<file path="config.mk">
export PLATFORM = sky130hd
export DESIGN_NAME = omc_top
export DESIGN_NICKNAME = d
export VERILOG_FILES = /design/src/logic/omc_pkg.sv /design/src/logic/omc_cmd_filter.sv /design/src/logic/omc_top.sv
export VERILOG_INCLUDE_DIRS = /design/src /design/src/logic
export SDC_FILE = /design/constraint.sdc
export NUM_CORES = 1
export LEC_CHECK = 0
export ABC_AREA = 1
export ABC_CLOCK_PERIOD_IN_PS = 2500
export CAP_MARGIN = 20
export CORE_MARGIN = 1
export CORE_UTILIZATION = 60
export DETAILED_ROUTE_END_ITERATION = 8
export DONT_BUFFER_PORTS = 1
export PLACE_DENSITY_LB_ADDON = 0.1
export SLEW_MARGIN = 20
export SYNTH_ARGS = -nofsm -noshare
export SYNTH_HDL_FRONTEND = slang
export SYNTH_SLANG_ARGS = --single-unit
</file>
<file path="constraint.sdc">
create_clock -name clk -period 2.5 [get_ports clk]
set_input_delay 0.25 -clock clk [delete_from_list [all_inputs] [get_ports clk]]
set_output_delay 0.25 -clock clk [all_outputs]
set_load 0.05 [all_outputs]
</file>
<file path="src/logic/omc_consts.svh">
// Offsets, fields, control reset value, event bits and response codes of the operating mode controller
`ifndef OMC_CONSTS_SVH
`define OMC_CONSTS_SVH
`define OMC_OFF_CTRL 8'h00
`define OMC_OFF_STAT 8'h04
`define OMC_OFF_EVT 8'h08
`define OMC_OFF_DBG 8'h0C
`define OMC_CTRL_STOP_ENABLE_BIT 0
`define OMC_CTRL_PARTIAL_POWERDOWN_SELECT 1
`define OMC_CTRL_LOW_VOLTAGE_DETECT_ENABLE 2
`define OMC_CTRL_LOW_VOLTAGE_DETECT_STOP_ENABLE 3
`define OMC_CTRL_DEBUG_ENABLE_BIT 4
`define OMC_CTRL_ACK 5
`define OMC_CTRL_RST 32'h0000_0000
`define OMC_EVT_WAIT 0
`define OMC_EVT_STOP 1
`define OMC_EVT_DEBUG_HALT_INSTRUCTION 2
`define OMC_EVT_BRK 3
`define OMC_EVT_HALT 4
`define OMC_EVT_GO 5
`define OMC_EVT_TRACE 6
`define OMC_RESP_OKAY 2'h0
`define OMC_RESP_SLVERR 2'h2
`define OMC_DBG_ERR_STOPWAIT 8'hC1
`define OMC_DBG_OK 8'h00
`define OMC_DBG_REFUSED 8'hEE
`endif

</file>
<file path="src/logic/omc_pkg.sv">
// Types of the operating mode controller
package omc_pkg;
	typedef enum logic [2:0] {
		OMC_RUN, OMC_HALT, OMC_WAIT, OMC_STOP2, OMC_STOP3
	} omc_mode_t;
	typedef enum logic [3:0] {
		OMC_CMD_NONE, OMC_CMD_MEM, OMC_CMD_MEM_STAT, OMC_CMD_DBGREG, OMC_CMD_HALT,
		OMC_CMD_CPUREG, OMC_CMD_TRACE, OMC_CMD_GO
	} omc_cmd_t;
	typedef struct packed {
		logic valid;
		omc_cmd_t cmd;
	} omc_dbg_req_t;
	typedef struct packed {
		logic valid;
		logic accept;
		logic err_stopwait;
		logic [7:0] code;
	} omc_dbg_rsp_t;
	typedef struct packed {
		logic cpu_clk_en;
		logic sys_clk_en;
		logic dbg_clk_en;
		logic reg_full;
		logic clear_imask;
		logic stack_irq;
		logic reset_vector;
		logic periph_reset;
		logic illegal_reset;
		logic pin_latch;
	} omc_ctl_t;
endpackage

</file>
<file path="src/logic/omc_cmd_filter.sv">
// Debug command acceptance per operating mode
module omc_cmd_filter
	import omc_pkg::*;
(
	input omc_mode_t mode,
	input omc_cmd_t cmd,
	output logic accept,
	output logic err_stopwait
);
	always_comb begin
		accept = 1'b0;
		err_stopwait = 1'b0;
		case (mode)
			OMC_RUN: begin
				accept = (cmd == OMC_CMD_MEM) || (cmd == OMC_CMD_MEM_STAT)
					|| (cmd == OMC_CMD_DBGREG) || (cmd == OMC_CMD_HALT);
			end
			OMC_HALT: begin
				accept = (cmd != OMC_CMD_NONE);
			end
			OMC_WAIT, OMC_STOP2, OMC_STOP3: begin
				accept = (cmd == OMC_CMD_HALT) || (cmd == OMC_CMD_MEM_STAT);
				err_stopwait = (cmd == OMC_CMD_MEM_STAT);
			end
			default: begin
				accept = 1'b0;
			end
		endcase
	end
endmodule // omc_cmd_filter

</file>
<file path="src/logic/omc_top.sv">
// Operating mode controller: run, debug halt, wait, stop2, stop3 with AXI4-Lite registers
//
// The implementer's own choices: the AXI4-Lite slave port and the register offsets.
`include "omc_consts.svh"
module omc_top
	import omc_pkg::*;
#(
	parameter int PIN_W = 8
) (
	input logic clk,
	input logic srst,
	input logic [7:0] s_axi_awaddr,
	input logic s_axi_awvalid,
	output logic s_axi_awready,
	input logic [31:0] s_axi_wdata,
	input logic [3:0] s_axi_wstrb,
	input logic s_axi_wvalid,
	output logic s_axi_wready,
	output logic [1:0] s_axi_bresp,
	output logic s_axi_bvalid,
	input logic s_axi_bready,
	input logic [7:0] s_axi_araddr,
	input logic s_axi_arvalid,
	output logic s_axi_arready,
	output logic [31:0] s_axi_rdata,
	output logic [1:0] s_axi_rresp,
	output logic s_axi_rvalid,
	input logic s_axi_rready,
	input logic debug_mode_select_pin,
	input logic reset_pin_n,
	input logic external_int_n,
	input logic periodic_wakeup_interrupt,
	input logic low_voltage_irq,
	input logic converter_irq,
	input logic keypad_interrupt,
	input logic cpu_irq,
	input logic debug_halt_instruction,
	input logic wait_instruction,
	input logic stop_instruction,
	input logic background_debug_controller,
	input logic on_chip_debug_module,
	input omc_dbg_req_t dbg_req,
	input logic [PIN_W-1:0] port_pin_out,
	output omc_dbg_rsp_t dbg_rsp,
	output omc_ctl_t ctl,
	output omc_mode_t mode,
	output logic [PIN_W-1:0] pin_out
);
	if (PIN_W < 1 || PIN_W > 32) begin : g_bad_pin_w
		$error("PIN_W must be 1 to 32");
	end

	// ------------------------------------------------------------
	// Register bus
	// ------------------------------------------------------------
	logic [5:0] ctrl_reg;
	logic partial_powerdown_flag_reg;
	logic [6:0] evt_reg;
	logic [7:0] dbg_code_reg;
	logic [7:0] aw_reg;
	logic [31:0] w_reg;
	logic aw_have_reg;
	logic w_have_reg;
	logic wr_go;
	logic ack_wr;
	logic [PIN_W-1:0] pin_hold_reg;
	logic latch_reg;
	logic mode_pin_reg;
	logic rst_d_reg;
	logic stop2_wake;

	assign wr_go = aw_have_reg && w_have_reg && !s_axi_bvalid;
	assign ack_wr = wr_go && (aw_reg == `OMC_OFF_CTRL) && w_reg[`OMC_CTRL_ACK];

	always_ff @(posedge clk) begin
		if (srst) begin
			aw_have_reg <= 1'b0;
			w_have_reg <= 1'b0;
			aw_reg <= 8'h00;
			w_reg <= 32'h0000_0000;
			s_axi_awready <= 1'b0;
			s_axi_wready <= 1'b0;
			s_axi_bvalid <= 1'b0;
			s_axi_bresp <= `OMC_RESP_OKAY;
		end else begin
			s_axi_awready <= !aw_have_reg && s_axi_awvalid && !s_axi_awready;
			s_axi_wready <= !w_have_reg && s_axi_wvalid && !s_axi_wready;
			if (s_axi_awvalid && s_axi_awready) begin
				aw_have_reg <= 1'b1;
				aw_reg <= s_axi_awaddr;
			end
			if (s_axi_wvalid && s_axi_wready) begin
				w_have_reg <= 1'b1;
				w_reg <= s_axi_wdata & {{8{s_axi_wstrb[3]}}, {8{s_axi_wstrb[2]}},
					{8{s_axi_wstrb[1]}}, {8{s_axi_wstrb[0]}}};
			end
			if (wr_go) begin
				s_axi_bvalid <= 1'b1;
				s_axi_bresp <= (aw_reg == `OMC_OFF_CTRL || aw_reg == `OMC_OFF_STAT
					|| aw_reg == `OMC_OFF_EVT || aw_reg == `OMC_OFF_DBG)
					? `OMC_RESP_OKAY : `OMC_RESP_SLVERR;
				aw_have_reg <= 1'b0;
				w_have_reg <= 1'b0;
			end else if (s_axi_bvalid && s_axi_bready) begin
				s_axi_bvalid <= 1'b0;
			end
		end
	end

	always_ff @(posedge clk) begin
		if (srst) begin
			s_axi_arready <= 1'b0;
			s_axi_rvalid <= 1'b0;
			s_axi_rdata <= 32'h0000_0000;
			s_axi_rresp <= `OMC_RESP_OKAY;
		end else begin
			s_axi_arready <= s_axi_arvalid && !s_axi_arready && !s_axi_rvalid;
			if (s_axi_arvalid && s_axi_arready) begin
				s_axi_rvalid <= 1'b1;
				s_axi_rresp <= `OMC_RESP_OKAY;
				case (s_axi_araddr)
					`OMC_OFF_CTRL: s_axi_rdata <= {26'h0, 1'b0, ctrl_reg[4:0]};
					`OMC_OFF_STAT: s_axi_rdata <= {24'h0, latch_reg, mode_pin_reg,
						partial_powerdown_flag_reg, 2'h0, mode};
					`OMC_OFF_EVT: s_axi_rdata <= {25'h0, evt_reg};
					`OMC_OFF_DBG: s_axi_rdata <= {24'h0, dbg_code_reg};
					default: begin
						s_axi_rdata <= 32'h0000_0000;
						s_axi_rresp <= `OMC_RESP_SLVERR;
					end
				endcase
			end else if (s_axi_rvalid && s_axi_rready) begin
				s_axi_rvalid <= 1'b0;
			end
		end
	end

	// Control bits; acknowledge bit is write-only and reads zero
	always_ff @(posedge clk) begin
		if (srst) begin
			ctrl_reg <= 6'(`OMC_CTRL_RST);
		end else if (stop2_wake) begin
			ctrl_reg <= 6'(`OMC_CTRL_RST);
		end else if (wr_go && aw_reg == `OMC_OFF_CTRL) begin
			ctrl_reg <= {1'b0, w_reg[4:0]};
		end
	end

	// ------------------------------------------------------------
	// Mode sequencing
	// ------------------------------------------------------------
	logic halt_cmd;
	logic stop_irq;
	logic sel_stop2;
	logic accept;
	logic err_sw;

	omc_cmd_filter omc_cmd_filter_inst (
		.mode(mode),
		.cmd(dbg_req.cmd),
		.accept(accept),
		.err_stopwait(err_sw)
	);

	assign halt_cmd = dbg_req.valid && dbg_req.cmd == OMC_CMD_HALT;
	assign stop_irq = periodic_wakeup_interrupt || low_voltage_irq || converter_irq
		|| !external_int_n || keypad_interrupt;
	assign sel_stop2 = ctrl_reg[`OMC_CTRL_PARTIAL_POWERDOWN_SELECT]
		&& !(ctrl_reg[`OMC_CTRL_LOW_VOLTAGE_DETECT_ENABLE] && ctrl_reg[`OMC_CTRL_LOW_VOLTAGE_DETECT_STOP_ENABLE])
		&& !ctrl_reg[`OMC_CTRL_DEBUG_ENABLE_BIT];
	assign stop2_wake = (mode == OMC_STOP2)
		&& (!reset_pin_n || !external_int_n || periodic_wakeup_interrupt);

	always_ff @(posedge clk) begin
		if (srst) begin
			rst_d_reg <= 1'b1;
			mode_pin_reg <= 1'b1;
		end else begin
			rst_d_reg <= 1'b0;
			if (rst_d_reg) begin
				mode_pin_reg <= debug_mode_select_pin;
			end
		end
	end

	always_ff @(posedge clk) begin
		if (srst) begin
			mode <= OMC_RUN;
		end else begin
			case (mode)
				OMC_RUN: begin
					if ((rst_d_reg && !debug_mode_select_pin) || halt_cmd
						|| debug_halt_instruction || background_debug_controller
						|| on_chip_debug_module) begin
						mode <= OMC_HALT;
					end else if (wait_instruction) begin
						mode <= OMC_WAIT;
					end else if (stop_instruction && ctrl_reg[`OMC_CTRL_STOP_ENABLE_BIT]) begin
						mode <= sel_stop2 ? OMC_STOP2 : OMC_STOP3;
					end
				end
				OMC_HALT: begin
					if (dbg_req.valid && dbg_req.cmd == OMC_CMD_GO) begin
						mode <= OMC_RUN;
					end
				end
				OMC_WAIT: begin
					if (halt_cmd) begin
						mode <= OMC_HALT;
					end else if (cpu_irq) begin
						mode <= OMC_RUN;
					end
				end
				OMC_STOP2: begin
					if (stop2_wake) begin
						mode <= OMC_RUN;
					end
				end
				OMC_STOP3: begin
					if (halt_cmd && ctrl_reg[`OMC_CTRL_DEBUG_ENABLE_BIT]) begin
						mode <= OMC_HALT;
					end else if (!reset_pin_n || stop_irq) begin
						mode <= OMC_RUN;
					end
				end
				default: begin
					mode <= OMC_RUN;
				end
			endcase
		end
	end

	// ------------------------------------------------------------
	// Clock, reset and vector controls
	// ------------------------------------------------------------
	always_ff @(posedge clk) begin
		if (srst) begin
			ctl <= '0;
		end else begin
			ctl.cpu_clk_en <= (mode == OMC_RUN) && !wait_instruction;
			ctl.sys_clk_en <= (mode == OMC_RUN) || (mode == OMC_HALT)
				|| (mode == OMC_WAIT);
			ctl.dbg_clk_en <= (mode != OMC_STOP2 && mode != OMC_STOP3)
				|| ctrl_reg[`OMC_CTRL_DEBUG_ENABLE_BIT];
			ctl.reg_full <= (mode != OMC_STOP2 && mode != OMC_STOP3)
				|| ctrl_reg[`OMC_CTRL_DEBUG_ENABLE_BIT] || ctrl_reg[`OMC_CTRL_LOW_VOLTAGE_DETECT_STOP_ENABLE];
			ctl.clear_imask <= (mode == OMC_RUN) && wait_instruction;
			ctl.stack_irq <= ((mode == OMC_WAIT) && cpu_irq && !halt_cmd)
				|| ((mode == OMC_STOP3) && reset_pin_n && stop_irq
				&& !(halt_cmd && ctrl_reg[`OMC_CTRL_DEBUG_ENABLE_BIT]));
			ctl.reset_vector <= stop2_wake
				|| ((mode == OMC_STOP3) && !reset_pin_n);
			ctl.periph_reset <= stop2_wake;
			ctl.illegal_reset <= (mode == OMC_RUN) && stop_instruction && !wait_instruction
				&& !ctrl_reg[`OMC_CTRL_STOP_ENABLE_BIT] && !debug_halt_instruction;
			ctl.pin_latch <= latch_reg;
		end
	end

	// ------------------------------------------------------------
	// Pin latch and powerdown flag
	// ------------------------------------------------------------
	always_ff @(posedge clk) begin
		if (srst) begin
			latch_reg <= 1'b0;
		end else if (mode == OMC_RUN && stop_instruction && ctrl_reg[`OMC_CTRL_STOP_ENABLE_BIT]
			&& sel_stop2 && !wait_instruction) begin
			latch_reg <= 1'b1;
		end else if (ack_wr && mode != OMC_STOP2) begin
			latch_reg <= 1'b0;
		end
	end

	always_ff @(posedge clk) begin
		if (srst) begin
			pin_hold_reg <= '0;
		end else if (!latch_reg) begin
			pin_hold_reg <= port_pin_out;
		end
	end

	always_ff @(posedge clk) begin
		if (srst) begin
			pin_out <= '0;
		end else begin
			pin_out <= latch_reg ? pin_hold_reg : port_pin_out;
		end
	end

	always_ff @(posedge clk) begin
		if (srst) begin
			partial_powerdown_flag_reg <= 1'b0;
		end else if (stop2_wake) begin
			partial_powerdown_flag_reg <= 1'b1;
		end else if (ack_wr) begin
			partial_powerdown_flag_reg <= 1'b0;
		end
	end

	// ------------------------------------------------------------
	// Debug answers and sticky events
	// ------------------------------------------------------------
	always_ff @(posedge clk) begin
		if (srst) begin
			dbg_rsp <= '0;
			dbg_code_reg <= `OMC_DBG_OK;
		end else begin
			dbg_rsp.valid <= dbg_req.valid;
			dbg_rsp.accept <= dbg_req.valid && accept;
			dbg_rsp.err_stopwait <= dbg_req.valid && err_sw;
			dbg_rsp.code <= !dbg_req.valid ? `OMC_DBG_OK
				: err_sw ? `OMC_DBG_ERR_STOPWAIT
				: accept ? `OMC_DBG_OK : `OMC_DBG_REFUSED;
			if (dbg_req.valid) begin
				dbg_code_reg <= err_sw ? `OMC_DBG_ERR_STOPWAIT
					: accept ? `OMC_DBG_OK : `OMC_DBG_REFUSED;
			end
		end
	end

	always_ff @(posedge clk) begin
		if (srst) begin
			evt_reg <= '0;
		end else begin
			evt_reg <= (wr_go && aw_reg == `OMC_OFF_EVT) ? (evt_reg & ~w_reg[6:0]) : evt_reg;
			if (mode == OMC_RUN && wait_instruction) evt_reg[`OMC_EVT_WAIT] <= 1'b1;
			if (mode == OMC_RUN && stop_instruction) evt_reg[`OMC_EVT_STOP] <= 1'b1;
			if (debug_halt_instruction) evt_reg[`OMC_EVT_DEBUG_HALT_INSTRUCTION] <= 1'b1;
			if (background_debug_controller || on_chip_debug_module) begin
				evt_reg[`OMC_EVT_BRK] <= 1'b1;
			end
			if (halt_cmd && accept) evt_reg[`OMC_EVT_HALT] <= 1'b1;
			if (mode == OMC_HALT && dbg_req.valid && dbg_req.cmd == OMC_CMD_GO) begin
				evt_reg[`OMC_EVT_GO] <= 1'b1;
			end
			if (mode == OMC_HALT && dbg_req.valid && dbg_req.cmd == OMC_CMD_TRACE) begin
				evt_reg[`OMC_EVT_TRACE] <= 1'b1;
			end
		end
	end
endmodule // omc_top

</file>
# After elaboration in Yosys (flattened, before gate mapping)
# Index checks and enable logic that the tools add are counted.
# Widths: inputs -> output; s select.
[totals]
in_bits = 85
out_inout_bits = 73
ff_bits = 114
[classes]
n_reduce_logical = 111
eq_ne = 23
n_mux = 35
bitwise = 4
[ops]
columns = ["cell", "n"]
rows = [
  ["$logic_and 1x1->1", 48],
  ["$eq 8x4->1 const B", 4],
  ["$pmux 8 s4", 1],
  ["$mux 3", 10],
  ["$logic_or 1x1->1", 25],
  ["$reduce_bool 2->1", 11],
  ["$logic_not 1->1", 17],
  ["$mux 1", 17],
  ["$eq 8x3->1 const B", 2],
  ["$logic_not 8->1", 2],
  ["$mux 8", 2],
  ["$pmux 3 s5", 1],
  ["$and 7x7->7", 2],
  ["$eq 4x3->1 const B", 3],
  ["$ne 3x3->1 const B", 3],
  ["$eq 4x2->1 const B", 2],
  ["$mux 7", 1],
  ["$not 7->7", 1],
  ["$eq 3x2->1 const B", 2],
  ["$reduce_or 2->1", 3],
  ["$reduce_and 5->1", 1],
  ["$eq 4x1->1 const B", 1],
  ["$mux 2", 2],
  ["$ne 2x2->1 const B", 2],
  ["10 further kinds", 10],
]

# Logic depth before layout (Yosys ltp)
[depth]
word_depth = 9
depth_mapped = 9

# By module
# A second synthesis with hierarchy kept.
[hier_totals]
hier_cells = 503
area_unflattened_um2 = 3616.0
[by_module_without_submodules]
columns = ["mod", "seq_area_each_um2", "area_per_inst_um2", "instances", "cells_per_inst"]
rows = [
  ["omc_top", 1561.5, 3489.6, 1, 472],
  ["omc_cmd_filter", 0.0, 126.4, 1, 31],
]

# Least setup slack after synthesis
# OpenSTA, ideal clock, no wires.
[synth_path]
path_type = "register to register"
startpoint = "register mode[2]"
endpoint = "register mode[1]"
period_less_slack_ns = 1.586
arrival_time_ns = 1.471
path_buffers = 0
setup_ns = 0.115
path_slack_ns = 0.914
t_required_ns = 2.385
stages_incl_launch_ff = 10
path_cell_list = "dfxtp_1 > inv_2 > nand2_2 > nor2_1 > nand3_1 > nand3_2 > nor2_2 > nand2_1 > nand2_1 > nor2_1"
[synth_via]
elab_chain_len = 4
elab_cells_between_ends = 13
classes_between = "9 x eq/ne; 1 x mux; 3 x reduce/logical"
[synth_rtl]
columns = ["item", "line", "source"]
rows = [
  ["start: declaration", "omc_top.sv:46", "output omc_mode_t mode,"],
  ["start signal: assignment", "omc_top.sv:199", "mode <= sel_stop2 ? OMC_STOP2 : OMC_STOP3;"],
  ["$eq 3x2->1", "omc_top.sv:171, omc_top.sv:190", ""],
  ["$logic_and 1x1->1", "omc_top.sv:172", "&& (!reset_pin_n || !external_int_n || periodic_wakeup_interrupt);"],
  ["$ne 2x2->1 (no source line)", "-", ""],
  ["$reduce_and 5->1 (no source line)", "-", ""],
]
# Several ways; a longest one is shown, not always the timed one.
# A chain may end at the register's enable or synchronous reset.

# Worst setup path after layout
[layout_path]
startpoint = "register s_axi_bvalid"
endpoint = "register evt_reg[0]"
[layout_via]
elab_chain_len = 4
[layout_rtl]
columns = ["item", "line", "source"]
rows = [
  ["start: declaration", "omc_top.sv:20", "output logic s_axi_bvalid,"],
  ["start signal: assignment", "omc_top.sv:83", "s_axi_bvalid <= 1'b0;"],
  ["start signal: assignment", "omc_top.sv:98", "s_axi_bvalid <= 1'b1;"],
  ["start signal: assignment", "omc_top.sv:105", "s_axi_bvalid <= 1'b0;"],
  ["$logic_not 1->1", "omc_top.sv:72", "assign wr_go = aw_have_reg && w_have_reg && !s_axi_bvalid;"],
  ["$logic_and 1x1->1", "omc_top.sv:72", ""],
  ["$logic_and 1x1->1 (no source line)", "-", ""],
  ["$reduce_bool 2->1 (no source line)", "-", ""],
  ["end signal: assignment", "omc_top.sv:325", "evt_reg <= (wr_go && aw_reg == `OMC_OFF_EVT) ? (evt_reg & ~w_reg[6:0]) : evt_reg;"],
  ["end: declaration", "omc_top.sv:58", "logic [6:0] evt_reg;"],
]
# Every way passes these cells.

==> reports/results.txt <==
Outcome: finished clean
Total of max-cap violations: 0
Worst Skew: 0.00486 ns
Vias per cell: 5.23
Placement Cell Area: 3440 um^2
DP HPWL: 5390 um
Most frequent cells in the layout: nand2_1 (77), dfxtp_1 (77), nor2_1 (62)
Int Power: 0.00198 W
Number of global-route vias before repair: 2572
Sequential area share after synthesis: 0.444
CP max-delay cell: dfxtp_1
Largest net degree at the start of global routing: 38
DRC Markers: 0
Tightest Pin Transition: 0.993 ns
Clk Latency, worst-skew pair: 0.34 ns
Number of flops mapped to enable cells by yosys: 0
Die H: 78.6 um
Post-cts resize count: 0
Tcrit/Tclk final: 0.645
Arr. time, crit path: 1.83 ns
Initial antenna violation count: 0
Synthesized area per cell: 7.40 um^2
Syn Inst Count: 475
Die Width: 78.6 um
Power Density: 833 nW/um^2
Initial drt markers: 156
CTS Buf Count: 9
Post-layout net count: 561
Synth Flop Type: dfxtp_1
Hold crit path type: input pin to flip-flop
Max-slew headroom: 0.340
Part of the power in the clock network: 0.305
Fmax: 620 MHz
Pre-antenna DRT Iters: 4
Vias: 2890
CP cell instances: nor2_4, nand2_2, nor2_1, nand2_1, o211ai_1, o21ai_0
Crit start category: flip-flop
CTS Root Buffer Type: clkbuf_8
Final cell count without fillers: 553
H-tree depth: 3
R2r setup slk: 0.89 ns
Synth top area cells: dfxtp_1 (44%), nand2_1 (8.2%), buf_4 (6.6%)
Clock tree buffer depth: 2
P_sw: 0.00109 W
Grt ovf: 0
Min Clock Period, post-route: 1.61 ns
Row cnt: 27
Sinks on the clock net: 78
Cell Count Post-Placement: 535
Port Buf Inserts: 0
IO Count: 158
Maximum VDD drop: 0.000439 V
Starting Density: 0.631
Part of the power in registers: 0.515
Synth unique cells: 32
Avg WL per Cell: 13.3 um
Slowest Stage Delay on Critical Path: 0.52 ns
Sw Ratio: 0.354
GRT Total Usage: 0.254
Syn Std Cell Area: 3520 um^2
Core outline area: 5570 um^2
Final Hold Viols: 0
CP Data Required Time: 2.72 ns
Final setup viols: 0
Global placer's final weighted congestion: 0.923
Fraction of final layout cells with drive strength greater than 1: 0.116
Tot Pwr: 0.00307 W
First-pass GRT wire length: 12000 um
Post-synthesis register bit count: 78
Yosys top cell area share: 0.444
Max Fanout on Critical Path: 4
Die area: 6170 um^2
Setup_tns: 0 ns
CTS clk-pin slew, worst paths: 0.08 ns
Routed Antenna Nets: 0
Synth warnings: 0
Comb power frac: 0.180
Setup Crit Path Kind: flip-flop to flip-flop
Worst hold slack: 0.0241 ns
Overall routed net length: 7350 um
CTS tree: built
Synth-to-Final Area Change: 4.62%
N_diodes: 0
Crit. End Element: flip-flop
Final max-slew violation count: 0
Fin area: 3680 um^2
Static Leak: 1.61 nW
Biggest register: ctl
Synth area leader: dfxtp_1
RSZ-0062 raised after global routing: no
Largest register FFs: 10
Synth async-reset ratio: 0
Hold bufs inserted after CTS: 2
Setup Fix Bufs, Post-CTS: 0
-- cell type report --
cell class / instances / area, um^2
clock buffers: 14 / 193
clock inverters: 2 / 12.5
fillers: 503 / 1890
inverters: 55 / 206
multi-input cells: 327 / 1560
flip-flops and latches: 78 / 1560
well taps: 72 / 90.1
repair buffers: 5 / 52.6
-- power by group through the flow --
stage,combinational [W],clock [W],sequential [W]
finish,0.000551,0.000935,0.00158
global route,0.000614,0.00100,0.00159
detailed placement,0.000534,0,0.00161
CTS,0.000550,0.000945,0.00158
floorplan,0.000499,0,0.00160
global placement,0.000526,0,0.00161
-- through the flow --
stage / utilization / worst slack, ns
final: 0.660 / 0.888
after floorplan: - / 0.914
after CTS: 0.660 / 0.873
after global routing: 0.660 / 0.717
after global placement: 0.618 / 0.937
after detailed placement: 0.618 / 0.892
-- path summary, 6_finish.rpt --
kind                start            to  depth (start not counted)
min reg2reg     aw_reg[7]     aw_reg[7]                          2
min          s_axi_wvalid  s_axi_wready                          2
max          s_axi_bvalid    evt_reg[0]                          6
max reg2reg  s_axi_bvalid    evt_reg[0]                          6
-- cells in the mapped netlist, types with 3 or more instances --
library cell and number:
nor3_1 6, nand2_1 77, buf_4 31, nand2_2 7, nor2_2 10, nand3_1 39
o211ai_1 4, inv_2 6, nor2_4 4, clkinv_1 3, a211oi_1 6, a21oi_1 36
inv_1 46, buf_2 3, nand4_1 7, nor2_1 62, nand3_2 4, clkbuf_1 6
o21ai_0 28, dfxtp_1 78
-- per-layer routing --
layer | global-route usage | vias up | share of wire
met5 | 0 | - | 0
met4 | 0.139 | 0 | 0.015
met3 | 0.0616 | 11 | 0.10
met2 | 0.375 | 129 | 0.44
met1 | 0.339 | 1273 | 0.44
li1 | - | 1477 | -
-- cells by family (layout without fill, tap and decap cells) --
family,Yosys count,count (layout),synth area share
simple gates,221,221,0.293
buf+inv,96,76,0.139
compound gates,79,79,0.122
flops,78,78,0.444
other cells,1,27,0.00107
-- critical path: cells and delay by family (launching register included) --
| family | cells | cell delay [ns] |
|---|---|---|
| AOI/OAI and AO/OA | 2 | 0.29 |
| DFF | 1 | 0.52 |
| and+or+nand+nor | 4 | 0.69 |
Note: power is estimated with default switching activity, not from simulation.
